**config.mk**
```make
export PLATFORM = sky130hd
export DESIGN_NAME = acfd_top
export DESIGN_NICKNAME = d
export VERILOG_FILES = /design/src/include/acfd_pkg.sv /design/src/acfd_clk_div.sv /design/src/acfd_fmt.sv /design/src/acfd_top.sv
export SDC_FILE = /design/constraint.sdc
export NUM_CORES = 1
export LEC_CHECK = 0
export BUFFER_PORTS_ARGS = -buffer_cell sky130_fd_sc_hd__buf_2
export CAP_MARGIN = 25
export CORE_MARGIN = 2
export CORE_UTILIZATION = 56
export CTS_BUF_LIST = sky130_fd_sc_hd__clkbuf_8
export DETAILED_ROUTE_END_ITERATION = 10
export MAX_ROUTING_LAYER = met4
export PLACE_DENSITY = 0.82
export SYNTH_ARGS = -nofsm -noshare
export SYNTH_HDL_FRONTEND = slang
export SYNTH_SLANG_ARGS = --single-unit
```
**constraint.sdc**
```tcl
create_clock -name clk_i -period 2 [get_ports clk_i]
set_input_delay 0.1 -clock clk_i [delete_from_list [all_inputs] [get_ports clk_i]]
set_output_delay 0.1 -clock clk_i [all_outputs]
set_load 0.01 [all_outputs]
```
**src/include/acfd_pkg.sv**
```systemverilog
// constants and register layout for the converter configuration decode block
package acfd_pkg;

  // ----------------------------------------------------------------
  // bus and result widths
  // ----------------------------------------------------------------
  localparam int unsigned ADDR_W   = 3;
  localparam int unsigned DATA_W   = 8;
  localparam int unsigned RES_W    = 10;
  localparam int unsigned DIV_W    = 5;

  typedef logic [ADDR_W-1:0] acfd_addr_t;
  typedef logic [DATA_W-1:0] acfd_byte_t;
  typedef logic [RES_W-1:0]  acfd_res_t;

  // ----------------------------------------------------------------
  // register indexes
  // ----------------------------------------------------------------
  localparam acfd_addr_t REG_CFG    = 3'h0;
  localparam acfd_addr_t REG_CTRL   = 3'h1;
  localparam acfd_addr_t REG_RES_HI = 3'h2;
  localparam acfd_addr_t REG_RES_LO = 3'h3;
  localparam acfd_addr_t REG_STAT   = 3'h4;
  localparam acfd_addr_t REG_DIVCNT = 3'h5;

  // ----------------------------------------------------------------
  // configuration register fields
  // ----------------------------------------------------------------
  localparam int unsigned CFG_DIV_LSB   = 3;
  localparam int unsigned CFG_DIV_MSB   = 7;
  localparam int unsigned CFG_LJST_BIT  = 2;
  localparam int unsigned CFG_EIGHT_BIT = 1;
  localparam int unsigned CFG_GAIN_BIT  = 0;

  // ----------------------------------------------------------------
  // control and status fields
  // ----------------------------------------------------------------
  localparam int unsigned CTRL_MPC_EN_BIT = 0;
  localparam int unsigned STAT_READY_BIT  = 0;
  localparam int unsigned STAT_OVR_BIT    = 1;
  localparam int unsigned STAT_DFAULT_BIT = 2;
  localparam int unsigned STAT_EIGHT_BIT  = 3;

  // ----------------------------------------------------------------
  // reset values and fixed patterns
  // ----------------------------------------------------------------
  localparam acfd_byte_t CFG_RST    = 8'h00;
  localparam acfd_byte_t CTRL_RST   = 8'h00;
  localparam acfd_res_t  RES_RST    = 10'h000;
  localparam acfd_byte_t BYTE_ZERO  = 8'h00;
  localparam logic [DIV_W-1:0] DIV_MIN_MPC_EN = 5'h01;

endpackage

```
**src/acfd_clk_div.sv**
```systemverilog
// converter clock divider: one enable pulse per converter clock period
`timescale 1ns/1ps
module acfd_clk_div #(
  parameter int unsigned DIV_W = 5
) (
  input  wire logic             clk_i,
  input  wire logic             rst_i,
  input  wire logic [DIV_W-1:0] div_i,
  output logic                  tick_o,
  output logic [DIV_W-1:0]      count_o
);

  // ----------------------------------------------------------------
  // elaboration check
  // ----------------------------------------------------------------
  if (DIV_W < 1) begin : g_chk
    $error("divider width must be at least one");
  end

  logic [DIV_W-1:0] cnt_q;
  logic [DIV_W-1:0] cnt_d;
  logic             tick_q;
  logic             tick_d;

  // ----------------------------------------------------------------
  // period of div plus one system clocks
  // ----------------------------------------------------------------
  always_comb begin
    // compare with >= so a lowered divider never strands the counter
    if (cnt_q >= div_i) begin
      cnt_d  = '0;
      tick_d = 1'b1;
    end else begin
      cnt_d  = cnt_q + 1'b1;
      tick_d = 1'b0;
    end
  end

  always_ff @(posedge clk_i or posedge rst_i) begin
    if (rst_i) begin
      cnt_q  <= '0;
      tick_q <= 1'b0;
    end else begin
      cnt_q  <= cnt_d;
      tick_q <= tick_d;
    end
  end

  assign tick_o  = tick_q;
  assign count_o = cnt_q;

endmodule

```
**src/acfd_fmt.sv**
```systemverilog
// places a raw conversion result into the high and low result bytes
`timescale 1ns/1ps
module acfd_fmt
  import acfd_pkg::*;
(
  input  wire acfd_pkg::acfd_res_t  raw_i,
  input  wire logic                 left_i,
  input  wire logic                 eight_i,
  output acfd_pkg::acfd_byte_t      high_o,
  output acfd_pkg::acfd_byte_t      low_o
);

  always_comb begin
    if (eight_i) begin
      // justify ignored, msbs of the converter word land in the low byte
      high_o = BYTE_ZERO;
      low_o  = raw_i[RES_W-1:RES_W-DATA_W];
    end else if (left_i) begin
      high_o = raw_i[RES_W-1:RES_W-DATA_W];
      low_o  = {raw_i[RES_W-DATA_W-1:0], {(2*DATA_W-RES_W){1'b0}}};
    end else begin
      high_o = {{(2*DATA_W-RES_W){1'b0}}, raw_i[RES_W-1:DATA_W]};
      low_o  = raw_i[DATA_W-1:0];
    end
  end

endmodule

```
**src/acfd_top.sv**
```systemverilog
// converter setup register decode, result placement and clock divider
//
// Design decisions made here: the plain strobed port and the register offsets.
`timescale 1ns/1ps
module acfd_top
  import acfd_pkg::*;
#(
  parameter int unsigned DIV_WIDTH = 5
) (
  input  wire logic                 clk_i,
  input  wire logic                 rst_i,
  input  wire acfd_pkg::acfd_addr_t addr_i,
  input  wire acfd_pkg::acfd_byte_t wdata_i,
  input  wire logic                 we_i,
  input  wire logic                 re_i,
  output acfd_pkg::acfd_byte_t      rdata_o,
  input  wire acfd_pkg::acfd_res_t  result_i,
  input  wire logic                 result_valid_i,
  output logic                      conv_tick_o,
  output logic                      eight_bit_mode_o,
  output logic                      input_gain_unity_o,
  output logic                      mpc_enable_o,
  output logic                      div_fault_o,
  output logic                      result_ready_o,
  output acfd_pkg::acfd_byte_t      result_high_o,
  output acfd_pkg::acfd_byte_t      result_low_o
);

  import acfd_pkg::*;

  // ----------------------------------------------------------------
  // elaboration check
  // ----------------------------------------------------------------
  // the field is fixed at bits 7:3, so no other width can be decoded
  if (DIV_WIDTH != DIV_W) begin : g_chk
    $error("divider width must match the configuration field");
  end

  // placement pads with zeros, so the word must exceed one byte and stay below two
  if (RES_W <= DATA_W || RES_W >= 2*DATA_W) begin : g_chk_res
    $error("result width must lie between one and two bytes");
  end

  // the divider field is cut from the setup byte by its two end positions
  if (CFG_DIV_MSB - CFG_DIV_LSB + 1 != DIV_W) begin : g_chk_fld
    $error("divider field position does not match its width");
  end

  // the count register zero-extends the divider count into one byte
  if (DIV_W > DATA_W) begin : g_chk_cnt
    $error("divider count must fit one byte");
  end

  // status bits must fit the one status byte, as the setup and control fields fit theirs
  if (STAT_EIGHT_BIT >= DATA_W) begin : g_chk_stat
    $error("status layout must fit one byte");
  end

  // ----------------------------------------------------------------
  // helpers
  // ----------------------------------------------------------------
  function automatic logic hit_wr(input acfd_addr_t a,
                                  input acfd_addr_t r,
                                  input logic w);
    hit_wr = w && (a == r);
  endfunction

  function automatic logic bit_of(input acfd_byte_t v,
                                  input int unsigned pos);
    bit_of = v[pos];
  endfunction

  // ----------------------------------------------------------------
  // configuration and control registers
  // ----------------------------------------------------------------
  acfd_byte_t cfg_q;
  acfd_byte_t cfg_d;
  acfd_byte_t ctrl_q;
  acfd_byte_t ctrl_d;

  always_comb begin
    cfg_d  = cfg_q;
    ctrl_d = ctrl_q;
    if (hit_wr(addr_i, REG_CFG, we_i)) begin
      cfg_d = wdata_i;
    end
    if (hit_wr(addr_i, REG_CTRL, we_i)) begin
      // only the power controller enable is kept, the rest reads zero
      ctrl_d = BYTE_ZERO;
      ctrl_d[CTRL_MPC_EN_BIT] = wdata_i[CTRL_MPC_EN_BIT];
    end
  end

  always_ff @(posedge clk_i or posedge rst_i) begin
    if (rst_i) begin
      cfg_q  <= CFG_RST;
      ctrl_q <= CTRL_RST;
    end else begin
      cfg_q  <= cfg_d;
      ctrl_q <= ctrl_d;
    end
  end

  // ----------------------------------------------------------------
  // field decode
  // ----------------------------------------------------------------
  logic [DIV_W-1:0] div_field;
  logic             ljst_sel;
  logic             eight_sel;
  logic             gain_sel;
  logic             mpc_en;

  assign div_field = cfg_q[CFG_DIV_MSB:CFG_DIV_LSB];
  assign ljst_sel  = bit_of(cfg_q, CFG_LJST_BIT);
  assign eight_sel = bit_of(cfg_q, CFG_EIGHT_BIT);
  assign gain_sel  = bit_of(cfg_q, CFG_GAIN_BIT);
  assign mpc_en    = bit_of(ctrl_q, CTRL_MPC_EN_BIT);

  // ----------------------------------------------------------------
  // converter clock divider
  // ----------------------------------------------------------------
  logic [DIV_W-1:0] div_count;

  acfd_clk_div #(
    .DIV_W   (DIV_W)
  ) u_div (
    .clk_i   (clk_i),
    .rst_i   (rst_i),
    .div_i   (div_field),
    .tick_o  (conv_tick_o),
    .count_o (div_count)
  );

  // ----------------------------------------------------------------
  // result capture and status
  // ----------------------------------------------------------------
  // raw word is kept, so changing justify or width re-places old data
  acfd_res_t raw_q;
  acfd_res_t raw_d;
  logic      ready_q;
  logic      ready_d;
  logic      ovr_q;
  logic      ovr_d;
  logic      stat_wr;

  assign stat_wr = hit_wr(addr_i, REG_STAT, we_i);

  always_comb begin
    raw_d   = raw_q;
    ready_d = ready_q;
    ovr_d   = ovr_q;
    // write one to clear first, so a fresh event below overrides it
    if (stat_wr && wdata_i[STAT_READY_BIT]) begin
      ready_d = 1'b0;
    end
    if (stat_wr && wdata_i[STAT_OVR_BIT]) begin
      ovr_d = 1'b0;
    end
    if (result_valid_i) begin
      raw_d   = result_i;
      ready_d = 1'b1;
      if (ready_q) begin
        ovr_d = 1'b1;
      end
    end
  end

  always_ff @(posedge clk_i or posedge rst_i) begin
    if (rst_i) begin
      raw_q   <= RES_RST;
      ready_q <= 1'b0;
      ovr_q   <= 1'b0;
    end else begin
      raw_q   <= raw_d;
      ready_q <= ready_d;
      ovr_q   <= ovr_d;
    end
  end

  // ----------------------------------------------------------------
  // result placement
  // ----------------------------------------------------------------
  acfd_byte_t fmt_high;
  acfd_byte_t fmt_low;

  acfd_fmt u_fmt (
    .raw_i   (raw_q),
    .left_i  (ljst_sel),
    .eight_i (eight_sel),
    .high_o  (fmt_high),
    .low_o   (fmt_low)
  );

  // ----------------------------------------------------------------
  // divider lower limit watch
  // ----------------------------------------------------------------
  // the device cannot fix a bad setting, it only reports it
  logic dfault_q;
  logic dfault_d;

  always_comb begin
    dfault_d = mpc_en && (div_field < DIV_MIN_MPC_EN);
  end

  always_ff @(posedge clk_i or posedge rst_i) begin
    if (rst_i) begin
      dfault_q <= 1'b0;
    end else begin
      dfault_q <= dfault_d;
    end
  end

  // ----------------------------------------------------------------
  // registered outputs
  // ----------------------------------------------------------------
  // every data pin leaves a flop, at the cost of one cycle of lag
  acfd_byte_t res_hi_q;
  acfd_byte_t res_hi_d;
  acfd_byte_t res_lo_q;
  acfd_byte_t res_lo_d;
  logic       eight_q;
  logic       eight_d;
  logic       gain_q;
  logic       gain_d;
  logic       mpc_en_q;
  logic       mpc_en_d;

  always_comb begin
    res_hi_d = fmt_high;
    res_lo_d = fmt_low;
    eight_d  = eight_sel;
    gain_d   = gain_sel;
    mpc_en_d = mpc_en;
  end

  always_ff @(posedge clk_i or posedge rst_i) begin
    if (rst_i) begin
      res_hi_q <= BYTE_ZERO;
      res_lo_q <= BYTE_ZERO;
      eight_q  <= 1'b0;
      gain_q   <= 1'b0;
      mpc_en_q <= 1'b0;
    end else begin
      res_hi_q <= res_hi_d;
      res_lo_q <= res_lo_d;
      eight_q  <= eight_d;
      gain_q   <= gain_d;
      mpc_en_q <= mpc_en_d;
    end
  end

  // ----------------------------------------------------------------
  // register read port
  // ----------------------------------------------------------------
  // read data stand one cycle and then fall to zero
  acfd_byte_t rdata_q;
  acfd_byte_t rdata_d;
  acfd_byte_t stat_val;

  always_comb begin
    stat_val = BYTE_ZERO;
    stat_val[STAT_READY_BIT]  = ready_q;
    stat_val[STAT_OVR_BIT]    = ovr_q;
    stat_val[STAT_DFAULT_BIT] = dfault_q;
    stat_val[STAT_EIGHT_BIT]  = eight_sel;
  end

  always_comb begin
    rdata_d = BYTE_ZERO;
    if (re_i) begin
      if (addr_i == REG_CFG) begin
        rdata_d = cfg_q;
      end else if (addr_i == REG_CTRL) begin
        rdata_d = ctrl_q;
      end else if (addr_i == REG_RES_HI) begin
        rdata_d = fmt_high;
      end else if (addr_i == REG_RES_LO) begin
        rdata_d = fmt_low;
      end else if (addr_i == REG_STAT) begin
        rdata_d = stat_val;
      end else if (addr_i == REG_DIVCNT) begin
        rdata_d = {{(DATA_W-DIV_W){1'b0}}, div_count};
      end else begin
        rdata_d = BYTE_ZERO;
      end
    end
  end

  always_ff @(posedge clk_i or posedge rst_i) begin
    if (rst_i) begin
      rdata_q <= BYTE_ZERO;
    end else begin
      rdata_q <= rdata_d;
    end
  end

  // ----------------------------------------------------------------
  // output drive
  // ----------------------------------------------------------------
  assign rdata_o            = rdata_q;
  assign eight_bit_mode_o   = eight_q;
  assign input_gain_unity_o = gain_q;
  assign mpc_enable_o       = mpc_en_q;
  assign div_fault_o        = dfault_q;
  assign result_ready_o     = ready_q;
  assign result_high_o      = res_hi_q;
  assign result_low_o       = res_lo_q;

endmodule

```
==> out/results.ini, run 1 <==
[final_layout]
drive_gt1_share_pct = 31.8
area_growth_syn_to_layout_pct = 17.2
final_cell_mix = 55 x dfrtp_1, 55 x buf_2, 15 x mux2_2
fin_cells = 326
multi_input_area_sq_um = 1050
fillCellCount = 346
post-route-cell-area_sq_um = 2950
layout.nets = 305
seq_area_sq_um = 1380
num_antenna_cells = 0

[timing]
setup_violations = 0
slew_headroom_pct = 70.3
period_share_pct = 84.4
finalHoldViolCount = 1
post-route-min-period_ns = 1.69
whs_ns = -0.00499
fmax_mhz = 592
rsz0062_at_grt = no
fin_skew_ns = 0.0110
tns_ns = 0
drv_slew = 0
tightestPinTransition_ns = 0.445

[critical_path]
path_class = reg2reg
cpPeakStageDelay_ns = 0.58
crit_path_end_kind = flop
startpoint_type = flop
crit_buf_inv = 1
crit_chain = buf_4 -> and3b_1 -> a221oi_1 -> a311oi_1
critPathMaxFanout = 16
crit_family = flip-flops
arrival_ns = 1.87
crit_slowest_cell = dfrtp_1
cp_data_required_time_ns = 2.18

[run_status]
violations = negative hold slack
status = finished, violations left

[cts]
clkTransAtPathRegs_ns = 0.10
numCtsBuffers = 5
clk_path_buf_depth = 2
clock_latency_ns = 0.30
htree_levels = 2
root_buffer = clkbuf_8
clock-sinks = 55
tritoncts = done

[synth]
ys.flop_type = dfrtp_1
synth-warning-count = 0
synthTopCellsByArea = dfrtp_1 55%, mux2_2 6.7%, ha_1 3.0%, and2_1 2.5%, mux2i_1 2.4%
synth_edf_count = 0
ys_async_sr_fraction_pct = 100
synth_cells = 214
yosysTopAreaCell = dfrtp_1
netlist.area_leader.share_pct = 54.8
syn_nets = 246
ys_ff_latch = 55
avgSynthCellArea_sq_um = 11.7
netlist_area_sq_um = 2510
synth_cell_types = 48
yosysSeqAreaShare_pct = 54.8

[hold_path]
hold_path_class = in2reg

[placement]
dp_cells = 315
placed_cell_area_sq_um = 2840
port_buffers = 55
gp_congestion = 0.960
hpwl_um = 3900

[global_routing]
grt_pass1_wl_um = 8770
grt-ovfl-total = 0
grt.total_usage_pct = 23.1
antenna_found_initial = 0
first_global_vias = 1800
grt_max_degree = 23

[detailed_routing]
vias_per_cell = 5.79
first_pass_iters = 4
ant_nets = 0
routed_wirelength_um = 5330
drt_iter0_drc = 189
wl_per_cell_um = 16.4
vias = 1886
drc = 0

[flow_run]
maxCapViolCount = 0

[floorplan]
die_y_um = 71.0
dieArea_sq_um = 5040
die_w_um = 71.0
num_io_pins = 56
initial_core_util_pct = 58.1
rows = 24
core_sq_um = 4320

[power_and_ir_drop]
power_leakage_nw = 1.46
powerDensity_nw_per_um2 = 975
peakVddDrop_uv = 637

-- registers in the layout, summed over array words and instances, names as in the netlist, 5 cells and up --
name,flops
raw_q,10
result_high_o,8
u_div.count_o,5
cfg_q,8
result_low_o,8
rdata_o,8
-- report_power, final --
| part | internal, W | leakage [nW] | switching (W) |
|---|---|---|---|
| clock network | 0.000237 | 0.0505 | 0.000336 |
| logic | 0.000383 | 0.725 | 0.000434 |
| registers | 0.00131 | 0.683 | 0.000171 |
| total | 0.00193 | 1.46 | 0.000941 |
-- cell usage after synthesis, types with 2 or more instances --
| cell | n |
|---|---|
| dfrtp_1 | 55 |
| mux2_2 | 15 |
| nand2_1 | 12 |
| o21ai_0 | 11 |
| and2_1 | 10 |
| inv_1 | 9 |
| nand2b_1 | 7 |
| nor2_1 | 7 |
| a21oi_1 | 6 |
| buf_2 | 6 |
| ha_1 | 6 |
| mux2i_1 | 6 |
| a211oi_1 | 5 |
| a21o_1 | 5 |
| nor2b_1 | 4 |
| a22o_1 | 3 |
| a32oi_1 | 3 |
| clkbuf_1 | 3 |
| a211o_1 | 2 |
| a221oi_1 | 2 |
| a311oi_1 | 2 |
| and3b_1 | 2 |
| nand3_1 | 2 |
| nor3b_1 | 2 |
| nor4bb_1 | 2 |
| o311ai_0 | 2 |
| o31a_1 | 2 |
| or2_2 | 2 |
| xor2_1 | 2 |
-- timing repair --
item	in CTS	in global routing
gates resized for setup	0	0
endpoints found under the setup margin	0	0
setup buffers	0	0
hold endpoints to repair	21	1
hold buffers	2	1
-- worst register-to-register path, stage by stage, from the launching register on --
cell and delay (ns):
dfrtp_1 0.58, buf_4 0.28, and3b_1 0.26, a221oi_1 0.35, a311oi_1 0.09
-- cell families (layout without fill, tap and decap cells) --
logic type	after synthesis	in the layout	share of synthesized area (%)
compound gates	50	50	14.6
flops	55	55	54.8
fa+ha+maj	6	6	2.99
buf+inv	20	80	3.58
xor+xnor	3	3	1.05
simple gates	59	59	13.9
mux	21	21	9.11
-- per-stage QoR --
stage	total power, W	hold slack (ns)	setup slack [ns]	util, %
floorplan	0.00204	0.217	0.557	-
global placement	0.00228	0.124	0.459	65.6
detailed placement	0.00232	0.133	0.408	65.6
CTS	0.00288	0.00179	0.350	67.9
global route	0.00307	0.00650	0.179	68.1
finish	0.00287	-0.00499	0.311	68.1
-- layout make-up --
cell class	count	area share (%)
sequential	55	46.7
multi-input combinational	139	35.5
timing repair buffer	63	11.6
clock buffer	5	2.34
tap	52	2.21
inverter	9	1.15
clock inverter	3	0.425
-- worst paths after layout --
path | cells past startpoint | start | slack, ns | endpoint
max | 4 | cfg_q[1] | 0.31 | rdata_o[4]
min | 3 | wdata_i[5] | -0.005 | cfg_q[5]
max reg2reg | 4 | cfg_q[1] | 0.31 | rdata_o[4]
min reg2reg | 0 | cfg_q[0] | 0.40 | input_gain_unity_o
max in group asynchronous | 4 | rst_i | 1.05 | result_high_o[5]
min in group asynchronous | 3 | rst_i | 0.34 | raw_q[6]
-- metal layers --
layer | share of wire (%) | up-vias | track usage [%]
met2 | 49 | 66 | 36.3
met1 | 45 | 922 | 31.4
met4 | 0.83 | 0 | 6.08
li1 | - | 893 | -
met3 | 5.9 | 5 | 4.13
met5 | 0 | - | -
Power figures use the tool's default switching activity.
==> run 2: changes to the inputs <==
CORE_UTILIZATION = 50   (was 56)
PLACE_DENSITY = 0.77   (was 0.82)
clock period = 1.5 ns   (was 2 ns; I/O delays follow)
==> out/results.ini, run 2 (synthesized netlist as in run 1, its figures left out) <==
[run_status]
status = finished, final reports clean

[power_and_ir_drop]
total_power_w = 0.00412
power_leakage_nw = 1.54
powerDensity_nw_per_um2 = 1300
peakVddDrop_uv = 835

[final_layout]
layout.nets = 323
multi_input_area_sq_um = 1090
final_cell_mix = 55 x dfrtp_1, 55 x buf_2, 15 x mux2_2
num_antenna_cells = 0
seq_area_sq_um = 1380
drive_gt1_share_pct = 35.5
largest_reg_flops = 10
fin_cells = 357
top_register = raw_q
area_growth_syn_to_layout_pct = 26.5
fillCellCount = 383

[floorplan]
num_io_pins = 56
dieArea_sq_um = 5610
die_y_um = 74.9
die_w_um = 74.9
core_sq_um = 4790
initial_core_util_pct = 52.5
rows = 25

[flow_run]
maxCapViolCount = 0

[detailed_routing]
drt_iter0_drc = 135
vias = 1916
first_pass_iters = 4
wl_per_cell_um = 15.8
vias_per_cell = 5.37
drc = 0
routed_wirelength_um = 5660
ant_nets = 0

[global_routing]
first_global_vias = 1774
grt-ovfl-total = 0
antenna_found_initial = 0
grt_pass1_wl_um = 8780
grt_max_degree = 56
grt.total_usage_pct = 21.8

[placement]
hpwl_um = 3980
gp_congestion = 0.877
dp_slack_ns = -0.00399
dp_cells = 338
port_buffers = 55

[critical_path]
startpoint_type = flop
critPathLaunch = cfg_q[3]
crit-reg2reg-launch = cfg_q[3]
crit_path_end_kind = flop
arrival_ns = 1.71
critPathMaxFanout = 6
cpPeakStageDelay_ns = 0.39
crit_chain = ha_1 -> nand2b_4 -> a211o_4 -> a211oi_2
crit_slowest_cell = dfrtp_1
path_class = reg2reg
cp_data_required_time_ns = 1.72

[timing]
period_share_pct = 99.8
setup_violations = 0
timing.final.ws_setup_ns = 0.00310
drv_slew = 0
fmax_mhz = 668
slew_headroom_pct = 73.8
fin_skew_ns = 0.00808
tightestPinTransition_ns = 0.391
post-route-min-period_ns = 1.50
finalHoldViolCount = 0
rsz0062_at_grt = yes

[cts]
htree_levels = 2
clock-sinks = 55
tritoncts = done
clk_path_buf_depth = 2
clkTransAtPathRegs_ns = 0.09
numCtsBuffers = 5
root_buffer = clkbuf_8
clock_latency_ns = 0.30
post_cts_buffers = 0

[hold_path]
hp-start = result_i[5]
hold_path_class = in2reg

run 2: worst max-delay path: cells and delay by family (launching register included):
kind	cells	cell delay, ns
AOI/OAI and AO/OA	2	0.58
and+or+nand+nor	1	0.14
adders and majority gates	1	0.29
DFF	1	0.39
run 2: power breakdown:
part | internal [W] | switching (W) | total (W)
Sequential | 0.00175 | 0.000165 | 0.00192
Combinational | 0.000686 | 0.000757 | 0.00144
Clock | 0.000311 | 0.000447 | 0.000758
run 2: worst paths after layout:
| check | end | slack [ns] | cells past startpoint |
|---|---|---|---|
| min reg2reg | input_gain_unity_o | 0.42 | 0 |
| max | u_div.count_o[3] | 0.003 | 4 |
| max in group asynchronous | cfg_q[1] | 0.91 | 4 |
| min in group asynchronous | raw_q[0] | 0.36 | 4 |
| max reg2reg | u_div.count_o[3] | 0.003 | 4 |
| min | raw_q[5] | 0.005 | 2 |
run 2: layout make-up:
class / instances / area share (%)
inverter: 9 / 1.06
tap: 67 / 2.64
clock buffer: 5 / 2.16
sequential: 55 / 43.3
multi-input combinational: 139 / 34.4
clock inverter: 1 / 0.236
timing repair buffer: 81 / 16.2
run 2: through the flow:
step | hold WS, ns | utilization, % | area (sq um) | setup TNS [ns]
3_5_place_dp | 0.145 | 61.2 | 2930 | -0.00399
4_1_cts | 0.00207 | 65.3 | 3120 | 0
6_report | 0.00496 | 66.5 | 3180 | 0
2_1_floorplan | 0.192 | - | 2510 | 0
5_1_grt | 0.0000653 | 66.5 | 3180 | -0.128
3_3_place_gp | 0.141 | 61.2 | 2930 | 0
run 2: layer usage:
| layer | global-route usage [%] | wire length, um |
|---|---|---|
| met1 | 29.0 | 2390 |
| met2 | 33.1 | 2850 |
| met3 | 4.82 | 291 |
| met4 | 7.94 | 125 |
| met5 | - | 0 |
run 2: timing repair:
action	in CTS	in global routing
pin swaps	1	0
endpoints found under the setup margin	5	7
hold buffers	12	1
gates resized for setup	0	8
endpoints found under the hold margin	66	1
==> run 3: changes to the inputs <==
CORE_UTILIZATION = 56   (was 50)
PLACE_DENSITY = 0.82   (was 0.77)
clock period = 1.44 ns   (was 1.5 ns; I/O delays follow)
==> out/results.ini, run 3 (synthesized netlist as in run 1, its figures left out) <==
[run_status]
status = finished, violations left
violations = negative hold slack, negative setup slack

[critical_path]
crit_family = compound AO/OA/AOI/OAI gates
cp_data_required_time_ns = 1.66
worstRegToRegCells = 4
crit_buf_inv = 1
critPathMaxFanout = 6
cpPeakStageDelay_ns = 0.40
rrSetupSlack_ns = -0.04
crit_chain = inv_1 -> ha_1 -> a211o_4 -> a211oi_2
rr_endpoint = u_div.count_o[4]
arrival_ns = 1.70
startpoint_type = flop
crit_slowest_cell = dfrtp_1
crit-reg2reg-launch = cfg_q[4]
path_class = reg2reg
crit_path_end_kind = flop

[global_routing]
grt_pass1_wl_um = 9340
grt.total_usage_pct = 25.4
grt_max_degree = 56
first_global_vias = 1865
antenna_found_initial = 0
grt-ovfl-total = 0

[detailed_routing]
drt_iter0_drc = 203
ant_nets = 0
first_pass_iters = 4
drc = 0
wl_per_cell_um = 16.7
vias = 2014
routed_wirelength_um = 5900
vias_per_cell = 5.71

[final_layout]
area_growth_syn_to_layout_pct = 29.1
num_antenna_cells = 0
seq_area_sq_um = 1380
largest_reg_flops = 10
layout.nets = 332
top_register = raw_q
final_cell_mix = 55 x dfrtp_1, 55 x buf_2, 20 x buf_4
drive_gt1_share_pct = 38.2
fillCellCount = 316
multi_input_area_sq_um = 1100

[timing]
tns_ns = -0.156
post-route-min-period_ns = 1.48
period_share_pct = 103
fmax_mhz = 676
finalHoldViolCount = 1
tightestPinTransition_ns = 0.428
timing.final.ws_setup_ns = -0.0386
fin_skew_ns = 0.00984
drv_slew = 0
slew_headroom_pct = 71.3
whs_ns = -0.000110
setup_violations = 6
rsz0062_at_grt = yes

[hold_path]
hold_depth = 2
hold_path_class = in2reg
min_to = raw_q[6]
hp-start = result_i[6]

[placement]
hpwl_um = 3990
gp_congestion = 0.915
port_buffers = 55
dp_slack_ns = -0.0616

[power_and_ir_drop]
peakVddDrop_uv = 978
powerDensity_nw_per_um2 = 1360
power_leakage_nw = 1.59
total_power_w = 0.00441

[floorplan]
initial_core_util_pct = 58.1
dieArea_sq_um = 5040
die_y_um = 71.0
num_io_pins = 56
rows = 24
die_w_um = 71.0
core_sq_um = 4320

[cts]
clock_latency_ns = 0.32
clkTransAtPathRegs_ns = 0.09
root_buffer = clkbuf_8
numCtsBuffers = 5
clock-sinks = 55
htree_levels = 2
clk_path_buf_depth = 2
tritoncts = done

[flow_run]
maxCapViolCount = 0

[run 3: cell types whose count changed in the layout (fill, tap and decap cells not counted), sizes merged]
cell	delta
clkinv	+1
buf	+8
inv	+1
dlygate4sd3	+1
[run 3: cell type report]
| cell class | count | share of cell area (%) |
|---|---|---|
| flip-flops and latches | 55 | 42.4 |
| clock inverters | 3 | 0.501 |
| multi-input cells | 139 | 33.9 |
| well taps | 52 | 2.01 |
| clock buffers | 5 | 2.12 |
| repair buffers | 90 | 18.0 |
| inverters | 9 | 1.04 |
[run 3: metal layers]
layer  routed length, um  GRT usage [%]  vias to the layer above  share of wire, %
li1                    -              -                      941                 -
met1                2410           32.8                      980                41
met2                2940           39.0                       79                50
met3                 409           6.27                       14               6.9
met4                 144           9.85                        0               2.4
met5                   0              -                        -                 0
[run 3: per-stage QoR]
step / util (%) / cell area (sq um) / hold slack (ns) / std cells
6_report: 75.0 / 3240 / -0.000110 / 353
3_3_place_gp: 67.9 / 2940 / 0.136 / 327
2_1_floorplan: - / 2510 / 0.189 / 214
4_1_cts: 74.3 / 3210 / 0.00172 / 350
5_1_grt: 75.0 / 3240 / 0.00300 / 353
3_5_place_dp: 67.9 / 2940 / 0.150 / 327
[run 3: worst max-delay path by stage]
stage / from / end / slack (ns) / cells past startpoint
global route: cfg_q[4] / u_div.count_o[4] / -0.11 / 4
finish: cfg_q[4] / u_div.count_o[4] / -0.04 / 4
floorplan: cfg_q[1] / rdata_o[4] / 0.0004 / 4
detailed placement: cfg_q[3] / u_div.count_o[3] / -0.06 / 4
CTS: cfg_q[3] / u_div.count_o[3] / -0.009 / 4
global placement: cfg_q[3] / u_div.count_o[3] / 0.005 / 4
[run 3: repair_timing]
action	CTS	global route
setup endpoints to repair	6	8
hold endpoints to repair	68	0
pin swaps	1	0
gates resized for setup	7	5
buffers inserted	1	3
hold buffers	14	0
[run 3: power by group]
part	switching, W	internal (W)	leakage [nW]
Combinational	0.000814	0.000773	0.861
Clock	0.000487	0.000334	0.0453
Sequential	0.000179	0.00183	0.683
